<file path="src/logic/prs_pkg.sv">
// prs_pkg: constants, encodings and carriers for the program counter and return stack.
// assumes a single core clock; imported whole by every design file of this block.
package prs_pkg;

  localparam int PC_WIDTH = 21;
  localparam int PTR_WIDTH = 5;
  localparam int STACK_DEPTH = 31;
  localparam logic [4:0] PTR_RESET = 5'h00;
  localparam logic [4:0] PTR_FULL = 5'h1f;
  localparam logic [20:0] PC_RESET = 21'h000000;
  localparam logic [20:0] PC_STEP_WORD = 21'h000002;
  localparam logic [20:0] PC_STEP_LONG = 21'h000004;
  localparam logic [7:0] LATCH_RESET = 8'h00;

  // register offsets on the plain register port
  localparam logic [3:0] REG_COUNTER_LOW = 4'h0;
  localparam logic [3:0] REG_HIGH_LATCH = 4'h1;
  localparam logic [3:0] REG_UPPER_LATCH = 4'h2;
  localparam logic [3:0] REG_STACK_POINTER = 4'h3;
  localparam logic [3:0] REG_TOP_LOW = 4'h4;
  localparam logic [3:0] REG_TOP_HIGH = 4'h5;
  localparam logic [3:0] REG_TOP_UPPER = 4'h6;
  localparam logic [3:0] REG_CONTROL = 4'h7;

  // pointer register field layout
  localparam int SPR_FULL_BIT = 7;
  localparam int SPR_OVF_BIT = 6;
  localparam int SPR_UNF_BIT = 5;
  // control register field layout
  localparam int CTL_EXT_BIT = 0;

  typedef enum logic [3:0] {
    PRS_OP_NONE = 4'h0,
    PRS_OP_STEP = 4'h1,
    PRS_OP_STEP_LONG = 4'h2,
    PRS_OP_JUMP = 4'h3,
    PRS_OP_CALL = 4'h4,
    PRS_OP_REL_CALL = 4'h5,
    PRS_OP_BRANCH = 4'h6,
    PRS_OP_RETURN = 4'h7,
    PRS_OP_RETLIT = 4'h8,
    PRS_OP_RETINT = 4'h9,
    PRS_OP_ADDULK = 4'ha,
    PRS_OP_SUBULK = 4'hb,
    PRS_OP_IRQ = 4'hc
  } prs_op_type;

  typedef struct packed {
    prs_op_type op;
    logic [19:0] word_addr;
    logic [10:0] offset;
  } prs_cmd_type;

  typedef struct packed {
    logic [3:0] addr;
    logic [7:0] wdata;
    logic wr;
    logic rd;
  } prs_bus_type;

endpackage : prs_pkg

</file>
<file path="src/logic/prs_core.sv">
// prs_core: program counter, its latches and the hardware return stack.
// assumes the decoder issues at most one command per cycle and that software
// keeps interrupts off while touching the pointer or top-of-stack registers.
`timescale 1ns/1ps
module prs_core
  import prs_pkg::*;
(
  // clock and reset
  input wire logic clk,
  input wire logic srst,
  // decoder command
  input wire prs_cmd_type cmd,
  // register port
  input wire prs_bus_type bus,
  output logic [7:0] rd_data,
  // fetch address and status
  output logic [20:0] program_counter,
  output logic stack_full,
  output logic stack_overflow,
  output logic stack_underflow
);

  typedef struct packed {
    logic [20:0] pc;
    logic [7:0] high_latch;
    logic [4:0] upper_latch;
    logic [4:0] ptr;
    logic ext_en;
    logic [7:0] rdata;
    logic pending_top;
    logic [2:0] top_sel;
  } prs_state_type;

  prs_state_type state_reg;
  prs_state_type state_next;

  logic [20:0] top_entry;
  logic mem_wr;
  logic [4:0] mem_wr_idx;
  logic [20:0] mem_wr_data;
  logic [4:0] mem_rd_idx;
  logic push;
  logic pop;
  logic set_ovf;
  logic set_unf;
  logic clr_ovf;
  logic clr_unf;
  logic [20:0] branch_delta;
  logic [20:0] top_mod;

  prs_stack_mem u_mem (
    .clk(clk),
    .wr_en(mem_wr),
    .wr_idx(mem_wr_idx),
    .wr_data(mem_wr_data),
    .rd_idx(mem_rd_idx),
    .rd_data(top_entry)
  );

  prs_flag_cell u_ovf (
    .clk(clk),
    .srst(srst),
    .set(set_ovf),
    .clr(clr_ovf),
    .flag(stack_overflow)
  );

  prs_flag_cell u_unf (
    .clk(clk),
    .srst(srst),
    .set(set_unf),
    .clr(clr_unf),
    .flag(stack_underflow)
  );

  // read index tracks the next pointer so top_entry is fresh every cycle
  assign mem_rd_idx = state_next.ptr;

  always_comb
  begin
    state_next = state_reg;
    push = 1'b0;
    pop = 1'b0;
    set_ovf = 1'b0;
    set_unf = 1'b0;
    clr_ovf = 1'b0;
    clr_unf = 1'b0;
    mem_wr = 1'b0;
    mem_wr_idx = state_reg.ptr;
    mem_wr_data = state_reg.pc;
    top_mod = top_entry;
    branch_delta = {{9{cmd.offset[10]}}, cmd.offset, 1'b0};

    case (cmd.op)
      PRS_OP_STEP: state_next.pc = state_reg.pc + PC_STEP_WORD;
      PRS_OP_STEP_LONG: state_next.pc = state_reg.pc + PC_STEP_LONG;
      PRS_OP_JUMP: state_next.pc = {cmd.word_addr, 1'b0};
      PRS_OP_CALL:
      begin
        push = 1'b1;
        state_next.pc = {cmd.word_addr, 1'b0};
      end
      PRS_OP_REL_CALL:
      begin
        push = 1'b1;
        state_next.pc = state_reg.pc + branch_delta;
      end
      PRS_OP_BRANCH: state_next.pc = state_reg.pc + branch_delta;
      PRS_OP_IRQ:
      begin
        push = 1'b1;
        state_next.pc = state_reg.pc;
      end
      PRS_OP_RETURN, PRS_OP_RETLIT, PRS_OP_RETINT: pop = 1'b1;
      PRS_OP_ADDULK, PRS_OP_SUBULK: pop = state_reg.ext_en;
      default: state_next.pc = state_reg.pc;
    endcase

    // push: pointer first, then the new entry takes the return address
    if (push)
    begin
      if (state_reg.ptr == PTR_FULL)
      begin
        set_ovf = 1'b1;
      end
      else
      begin
        state_next.ptr = state_reg.ptr + 5'h01;
        mem_wr = 1'b1;
        mem_wr_idx = state_reg.ptr + 5'h01;
        mem_wr_data = state_reg.pc;
      end
    end

    // pop: counter from current top, then pointer down; latches untouched
    if (pop)
    begin
      if (state_reg.ptr == PTR_RESET)
      begin
        set_unf = 1'b1;
      end
      else
      begin
        state_next.pc = {top_entry[20:1], 1'b0};
        state_next.ptr = state_reg.ptr - 5'h01;
      end
    end

    state_next.pending_top = 1'b0;
    state_next.rdata = 8'h00;

    if (bus.wr)
    begin
      case (bus.addr)
        REG_COUNTER_LOW:
        begin
          state_next.pc = {state_reg.upper_latch, state_reg.high_latch,
                           bus.wdata[7:1], 1'b0};
        end
        REG_HIGH_LATCH: state_next.high_latch = bus.wdata;
        REG_UPPER_LATCH: state_next.upper_latch = bus.wdata[4:0];
        REG_STACK_POINTER:
        begin
          state_next.ptr = bus.wdata[4:0];
          clr_ovf = ~bus.wdata[SPR_OVF_BIT];
          clr_unf = ~bus.wdata[SPR_UNF_BIT];
        end
        REG_TOP_LOW, REG_TOP_HIGH, REG_TOP_UPPER:
        begin
          // read-modify-write of the selected entry; slot zero is ignored
          if (bus.addr == REG_TOP_LOW)
          begin
            top_mod[7:0] = bus.wdata;
          end
          else if (bus.addr == REG_TOP_HIGH)
          begin
            top_mod[15:8] = bus.wdata;
          end
          else
          begin
            top_mod[20:16] = bus.wdata[4:0];
          end
          mem_wr = (state_reg.ptr != PTR_RESET);
          mem_wr_idx = state_reg.ptr;
          mem_wr_data = top_mod;
        end
        REG_CONTROL: state_next.ext_en = bus.wdata[CTL_EXT_BIT];
        default: state_next.ext_en = state_reg.ext_en;
      endcase
    end

    if (bus.rd)
    begin
      case (bus.addr)
        REG_COUNTER_LOW:
        begin
          state_next.rdata = state_reg.pc[7:0];
          state_next.high_latch = state_reg.pc[15:8];
          state_next.upper_latch = state_reg.pc[20:16];
        end
        REG_HIGH_LATCH: state_next.rdata = state_reg.high_latch;
        REG_UPPER_LATCH: state_next.rdata = {3'h0, state_reg.upper_latch};
        REG_STACK_POINTER:
        begin
          state_next.rdata = {stack_full, stack_overflow, stack_underflow,
                              state_reg.ptr};
        end
        REG_TOP_LOW, REG_TOP_HIGH, REG_TOP_UPPER:
        begin
          // entry data arrive from the memory register one cycle on
          state_next.pending_top = 1'b1;
          state_next.top_sel = bus.addr[2:0];
        end
        REG_CONTROL: state_next.rdata = {7'h00, state_reg.ext_en};
        default: state_next.rdata = 8'h00;
      endcase
    end

    if (srst)
    begin
      state_next.pc = PC_RESET;
      state_next.high_latch = LATCH_RESET;
      state_next.upper_latch = LATCH_RESET[4:0];
      state_next.ptr = PTR_RESET;
      state_next.ext_en = 1'b0;
      state_next.rdata = 8'h00;
      state_next.pending_top = 1'b0;
      state_next.top_sel = 3'h0;
    end
  end

  always_ff @(posedge clk)
  begin
    state_reg <= state_next;
  end

  // top entry reads register the stored value for the cycle after the strobe
  always_comb
  begin
    rd_data = state_reg.rdata;
    if (state_reg.pending_top)
    begin
      case (state_reg.top_sel)
        REG_TOP_LOW[2:0]: rd_data = top_entry[7:0];
        REG_TOP_HIGH[2:0]: rd_data = top_entry[15:8];
        REG_TOP_UPPER[2:0]: rd_data = {3'h0, top_entry[20:16]};
        default: rd_data = 8'h00;
      endcase
    end
  end

  assign program_counter = state_reg.pc;
  assign stack_full = (state_reg.ptr == PTR_FULL);

  chk_pc_even: assert property (@(posedge clk) disable iff (srst)
    program_counter[0] == 1'b0) else $error("counter bit 0 set");

  chk_step_two: assert property (@(posedge clk) disable iff (srst)
    (cmd.op == PRS_OP_STEP && !bus.wr) |=> program_counter == $past(program_counter) + 21'h2)
    else $error("step did not add two");

  chk_low_write: assert property (@(posedge clk) disable iff (srst)
    (bus.wr && bus.addr == REG_COUNTER_LOW) |=>
    program_counter[20:8] == {$past(state_reg.upper_latch), $past(state_reg.high_latch)})
    else $error("latches not copied on low write");

  chk_low_read: assert property (@(posedge clk) disable iff (srst)
    (bus.rd && bus.addr == REG_COUNTER_LOW && !bus.wr) |=>
    state_reg.high_latch == $past(program_counter[15:8]))
    else $error("high latch not captured on read");

  chk_upper_capture: assert property (@(posedge clk) disable iff (srst)
    (bus.rd && bus.addr == REG_COUNTER_LOW && !bus.wr) |=>
    state_reg.upper_latch == $past(program_counter[20:16]))
    else $error("upper latch not captured on read");

  chk_call_latch: assert property (@(posedge clk) disable iff (srst)
    (cmd.op inside {PRS_OP_CALL, PRS_OP_RETURN} && !bus.wr && !bus.rd) |=>
    $stable(state_reg.high_latch) && $stable(state_reg.upper_latch))
    else $error("call or return moved a latch");

  chk_jump_load: assert property (@(posedge clk) disable iff (srst)
    (cmd.op == PRS_OP_JUMP && !bus.wr) |=> program_counter == {$past(cmd.word_addr), 1'b0})
    else $error("jump did not load word address");

  chk_branch_scale: assert property (@(posedge clk) disable iff (srst)
    (cmd.op == PRS_OP_BRANCH && !bus.wr) |=> program_counter ==
    $past(program_counter) + {{9{$past(cmd.offset[10])}}, $past(cmd.offset), 1'b0})
    else $error("branch offset not scaled by two");

  chk_push_ptr: assert property (@(posedge clk) disable iff (srst)
    (cmd.op == PRS_OP_CALL && !stack_full && !bus.wr) |=>
    state_reg.ptr == $past(state_reg.ptr) + 5'h01) else $error("push pointer");

  chk_irq_push: assert property (@(posedge clk) disable iff (srst)
    (cmd.op == PRS_OP_IRQ && !stack_full && !bus.wr) |=>
    state_reg.ptr == $past(state_reg.ptr) + 5'h01 && program_counter == $past(program_counter))
    else $error("interrupt push");

  chk_pop_ptr: assert property (@(posedge clk) disable iff (srst)
    (cmd.op inside {PRS_OP_RETURN, PRS_OP_RETLIT, PRS_OP_RETINT} && !bus.wr &&
    state_reg.ptr != PTR_RESET) |=> state_reg.ptr == $past(state_reg.ptr) - 5'h01)
    else $error("pop pointer");

  chk_unlink_gate: assert property (@(posedge clk) disable iff (srst)
    (cmd.op inside {PRS_OP_ADDULK, PRS_OP_SUBULK} && !state_reg.ext_en && !bus.wr) |=>
    state_reg.ptr == $past(state_reg.ptr))
    else $error("unlink popped with extended set off");

  chk_call_return: assert property (@(posedge clk) disable iff (srst)
    (cmd.op == PRS_OP_CALL && !stack_full && !bus.wr) ##1
    (cmd.op == PRS_OP_RETURN && !bus.wr) |=> program_counter == $past(program_counter, 2))
    else $error("return lost call address");

  chk_overflow: assert property (@(posedge clk) disable iff (srst)
    (cmd.op == PRS_OP_CALL && stack_full && !bus.wr) |=> stack_overflow && stack_full)
    else $error("overflow not flagged");

  chk_underflow: assert property (@(posedge clk) disable iff (srst)
    (cmd.op == PRS_OP_RETURN && state_reg.ptr == PTR_RESET && !bus.wr) |=>
    stack_underflow && state_reg.ptr == PTR_RESET) else $error("underflow not flagged");

  chk_reset_ptr: assert property (@(posedge clk)
    srst |=> state_reg.ptr == PTR_RESET) else $error("pointer not cleared");

endmodule : prs_core

</file>
<file path="src/logic/prs_stack_mem.sv">
// prs_stack_mem: 31 x 21 return address storage with registered read data.
// ignores writes to index 0; it has no storage and reads zero.
`timescale 1ns/1ps
module prs_stack_mem
  import prs_pkg::*;
(
  // clock
  input wire logic clk,
  // write side
  input wire logic wr_en,
  input wire logic [4:0] wr_idx,
  input wire logic [20:0] wr_data,
  // read side
  input wire logic [4:0] rd_idx,
  output logic [20:0] rd_data
);

  logic [20:0] mem [1:STACK_DEPTH];

  always_ff @(posedge clk)
  begin
    if (wr_en && wr_idx != PTR_RESET)
    begin
      mem[wr_idx] <= wr_data;
    end
    if (rd_idx == PTR_RESET)
    begin
      rd_data <= PC_RESET;
    end
    else if (wr_en && wr_idx == rd_idx)
    begin
      rd_data <= wr_data;
    end
    else
    begin
      rd_data <= mem[rd_idx];
    end
  end

endmodule : prs_stack_mem

</file>
<file path="src/logic/prs_flag_cell.sv">
// prs_flag_cell: sticky status flag, hardware set beats software clear.
// assumes clear arrives as a one-cycle request from the register port.
`timescale 1ns/1ps
module prs_flag_cell
  import prs_pkg::*;
(
  // clock and reset
  input wire logic clk,
  input wire logic srst,
  // control
  input wire logic set,
  input wire logic clr,
  // state
  output logic flag
);

  always_ff @(posedge clk)
  begin
    if (srst)
    begin
      flag <= 1'b0;
    end
    else if (set)
    begin
      flag <= 1'b1;
    end
    else if (clr)
    begin
      flag <= 1'b0;
    end
  end

endmodule : prs_flag_cell

</file>
<file path="config.mk">
export PLATFORM = sky130hd
export DESIGN_NAME = prs_core
export DESIGN_NICKNAME = d
export VERILOG_FILES = /design/src/logic/prs_pkg.sv /design/src/logic/prs_core.sv /design/src/logic/prs_stack_mem.sv /design/src/logic/prs_flag_cell.sv
export SDC_FILE = /design/constraint.sdc
export NUM_CORES = 1
export LEC_CHECK = 0
export BUFFER_PORTS_ARGS = -buffer_cell sky130_fd_sc_hd__buf_2
export CAP_MARGIN = 10
export CORE_MARGIN = 2
export CORE_UTILIZATION = 58
export CTS_BUF_LIST = sky130_fd_sc_hd__clkbuf_8
export CTS_CLUSTER_DIAMETER = 80
export DETAILED_ROUTE_END_ITERATION = 10
export PLACE_DENSITY = 0.78
export RECOVER_POWER = 100
export SYNTH_ARGS = -nofsm -noshare
export SYNTH_HDL_FRONTEND = slang
export SYNTH_HIERARCHICAL = 1
export SYNTH_SLANG_ARGS = --single-unit
</file>
<file path="constraint.sdc">
create_clock -name clk -period 4.04 [get_ports clk]
set_input_delay 0.808 -clock clk [delete_from_list [all_inputs] [get_ports clk]]
set_output_delay 0.808 -clock clk [all_outputs]
set_load 0.02 [all_outputs]
</file>
==> results.md <==
- Initial antenna violation count: 6
- CTS Buf Count: 109
- Arr. time, crit path: 4360 ps
- CP required: about 4500 ps
- Die Span Y: 236 um
- Via density: 6.65
- Initial core utilization: 58.9%
- Largest cells by area after synthesis: edfxtp_1, mux4_2, dfxtp_1
- GRT Total Usage: between 30% and 40%
- Tmin final: 3880 ps
- Core area: 52900 um2
- Setup Crit Path Kind: input pin to register
- ANT nets after route: 0
- Peak VDD IR: 0.404 mV
- DRC Markers: 0
- TritonCTS clock tree: built
- First-pass DRT Iterations: 6
- Cell variety after synth: 83
- EDFF count, synth: 651
- Leak: about 12 nW
- Placed Area: between 30000 and 40000 um2
- Die X: ~240 um
- Synth Flop Type: edfxtp_1
- Launch point of the worst hold path: bus[0]
- Share of cells above drive strength 1: about 25%
- Pin count of the biggest net entering global routing: 45
- Clk Latency, worst-skew pair: around 710 ps
- Max reg flops: roughly 650
- Syn Area/Cell: 16.1 um2
- Gr ovfl total: 0
- Fmax: roughly 260 MHz
- CP startpoint kind: input pin
- List of most frequent post-synthesis cells: edfxtp_1, nor2_1, mux4_2
- DRT Wirelength: around 85 mm
- RD Place Congestion: 0.958
- Drt initial violations: 2452
- Leading area contributor after synthesis: edfxtp_1
- Vias in the first global route: slightly below 20000
- DR WL/cell: 28.5 um
- Power Total: 17.0 mW
- Status: finished, violations left
- CTS root buf: clkbuf_8
- Synth-to-Final Area Change: 13.9%
- CTS Hold Buffers Added: 0
- Total die area: 55600 um2
- Synth Cell Area: about 31000 um2
- CTS max path bufs: 3
- Worst slew pin tran: 2210 ps
- Via count: 19700
- Violated checks: max-capacitance violations, max-slew violations
- IO buf count: 82
- Worst-path maximum fanout: 18
- Mapped Nets: about 2000
- IO Count: 83
- RR Startpoint: state_reg[13]
- Clk_skew: 29.1 ps
- Fill cells: 3543
- Fin crit share: around 96%
- Seq/Total Area, Yosys: roughly two thirds
- Synth top area share: 62.7%
- H-Tree Depth: 3
- Worst hold path class: input pin to register
- Reg clk slew, reported paths: about 60 ps
- Global-route wire length before repair: between 100 and 150 mm
- Power Density: 480 nW/um2
- Final hold violation count: 0
- DP Wirelength: 54.1 mm
- Final instance area: 35500 um2
- CP Launch Point: bus[11]
- Yosys warnings: 6
- FF+latch count, synth: 726
- Slew Viols, Final: 281
- Mapped Cells: 1936
- Final hold slack: 420 ps
- Crit end category: register
- Postcts setup bufs: 0
- Num rows: 84
- Asr flop ratio synth: 0%
- Fin Setup TNS: 0 ps
- Fin nets: 2248
- Top-count cell post-synth: edfxtp_1
- Relative slew slack: -47.5%
- Max-cap violations: 11
- Clock sinks: between 700 and 800
- # setup viols final: 0
- RSZ-0062 raised after global routing: false
-- routing by layer --
metal  GRT usage, %  wire (um)  up-vias
li1               -          -     8316
met1           41.3      31600     9853
met2           48.9      40100     1294
met3           5.07       8800      253
met4           14.2       4100        2
met5              0         12        -
-- power by group --
part	total (mW)	leakage, nW	switching [mW]	internal (mW)
Sequential	8.66	6.61	0.238	8.43
Combinational	2.26	3.89	1.31	0.958
Clock	6.11	1.26	2.83	3.28
-- worst max-delay path, cell delays in order --
cell,delay [ps]
clkbuf_1,90
clkbuf_2,300
nor3b_1,340
and2_0,580
clkbuf_1,210
mux2i_1,90
o21ai_1,1420
clkbuf_2,510
-- logic make-up (layout without fill, tap and decap cells) --
kind of cell               after synthesis  count (layout)  synth area share, %
other                                    0               2                    0
DFF                                    726             726                 67.6
xor gates and xnor gates                22              22                0.642
buffers and inverters                  165             504                 2.78
and+or+nand+nor                        408             408                 6.52
muxes                                  264             264                 13.7
AOI/OAI and AO/OA                      337             337                 8.16
adders and majority gates               14              14                0.586
-- timing repair --
action | CTS | global route
gates resized for setup | 0 | 1
hold endpoints to repair | 0 | 0
endpoints found under the setup margin | 0 | 1
-- cell usage in the layout (no fill, tap or decap), types with 15 or more instances in the layout --
cell type,count
a211oi_1,24
a21oi_1,43
a222oi_1,21
a22oi_1,69
buf_12,29
buf_2,46
buf_4,85
clkbuf_1,91
clkbuf_2,28
clkbuf_8,121
clkinv_1,23
clkinv_2,15
dfxtp_1,75
edfxtp_1,651
inv_1,45
mux2_2,71
mux2i_1,68
mux4_2,124
nand2_1,84
nand3_1,51
nor2_1,122
nor2b_1,15
nor3_1,25
o2111a_1,22
o2111ai_1,21
o21ai_0,34
-- cell type report --
type                       count  area (um2)  share of cell area (%)
sequential                   726       21100                    59.3
multi-input combinational   1045        9290                    26.2
timing repair buffer         285        1980                    5.57
clock buffer                 121        1670                    4.69
tap                          688         861                    2.43
clock inverter                82         581                    1.64
inverter                      16        60.1                   0.169
antenna                        2        5.00                  0.0141
-- final timing paths --
path                          to  slack [ps]  depth (start not counted)
max            u_mem/mem[18][15]         160                          8
min                 state_reg[4]         420                          3
max reg2reg     u_mem/rd_data[0]         190                         15
min reg2reg  program_counter[13]         530                          2
-- through the flow --
stage          worst slack [ps]  util, %  instances
5_1_grt                    4.40     67.1       2963
2_1_floorplan               111        -       1936
3_3_place_gp               -116     64.3       2759
3_5_place_dp               -146     64.3       2759
4_1_cts                     211     68.6       2962
6_report                    164     67.1       2965
No activity file was read; power rests on OpenSTA's default activity.
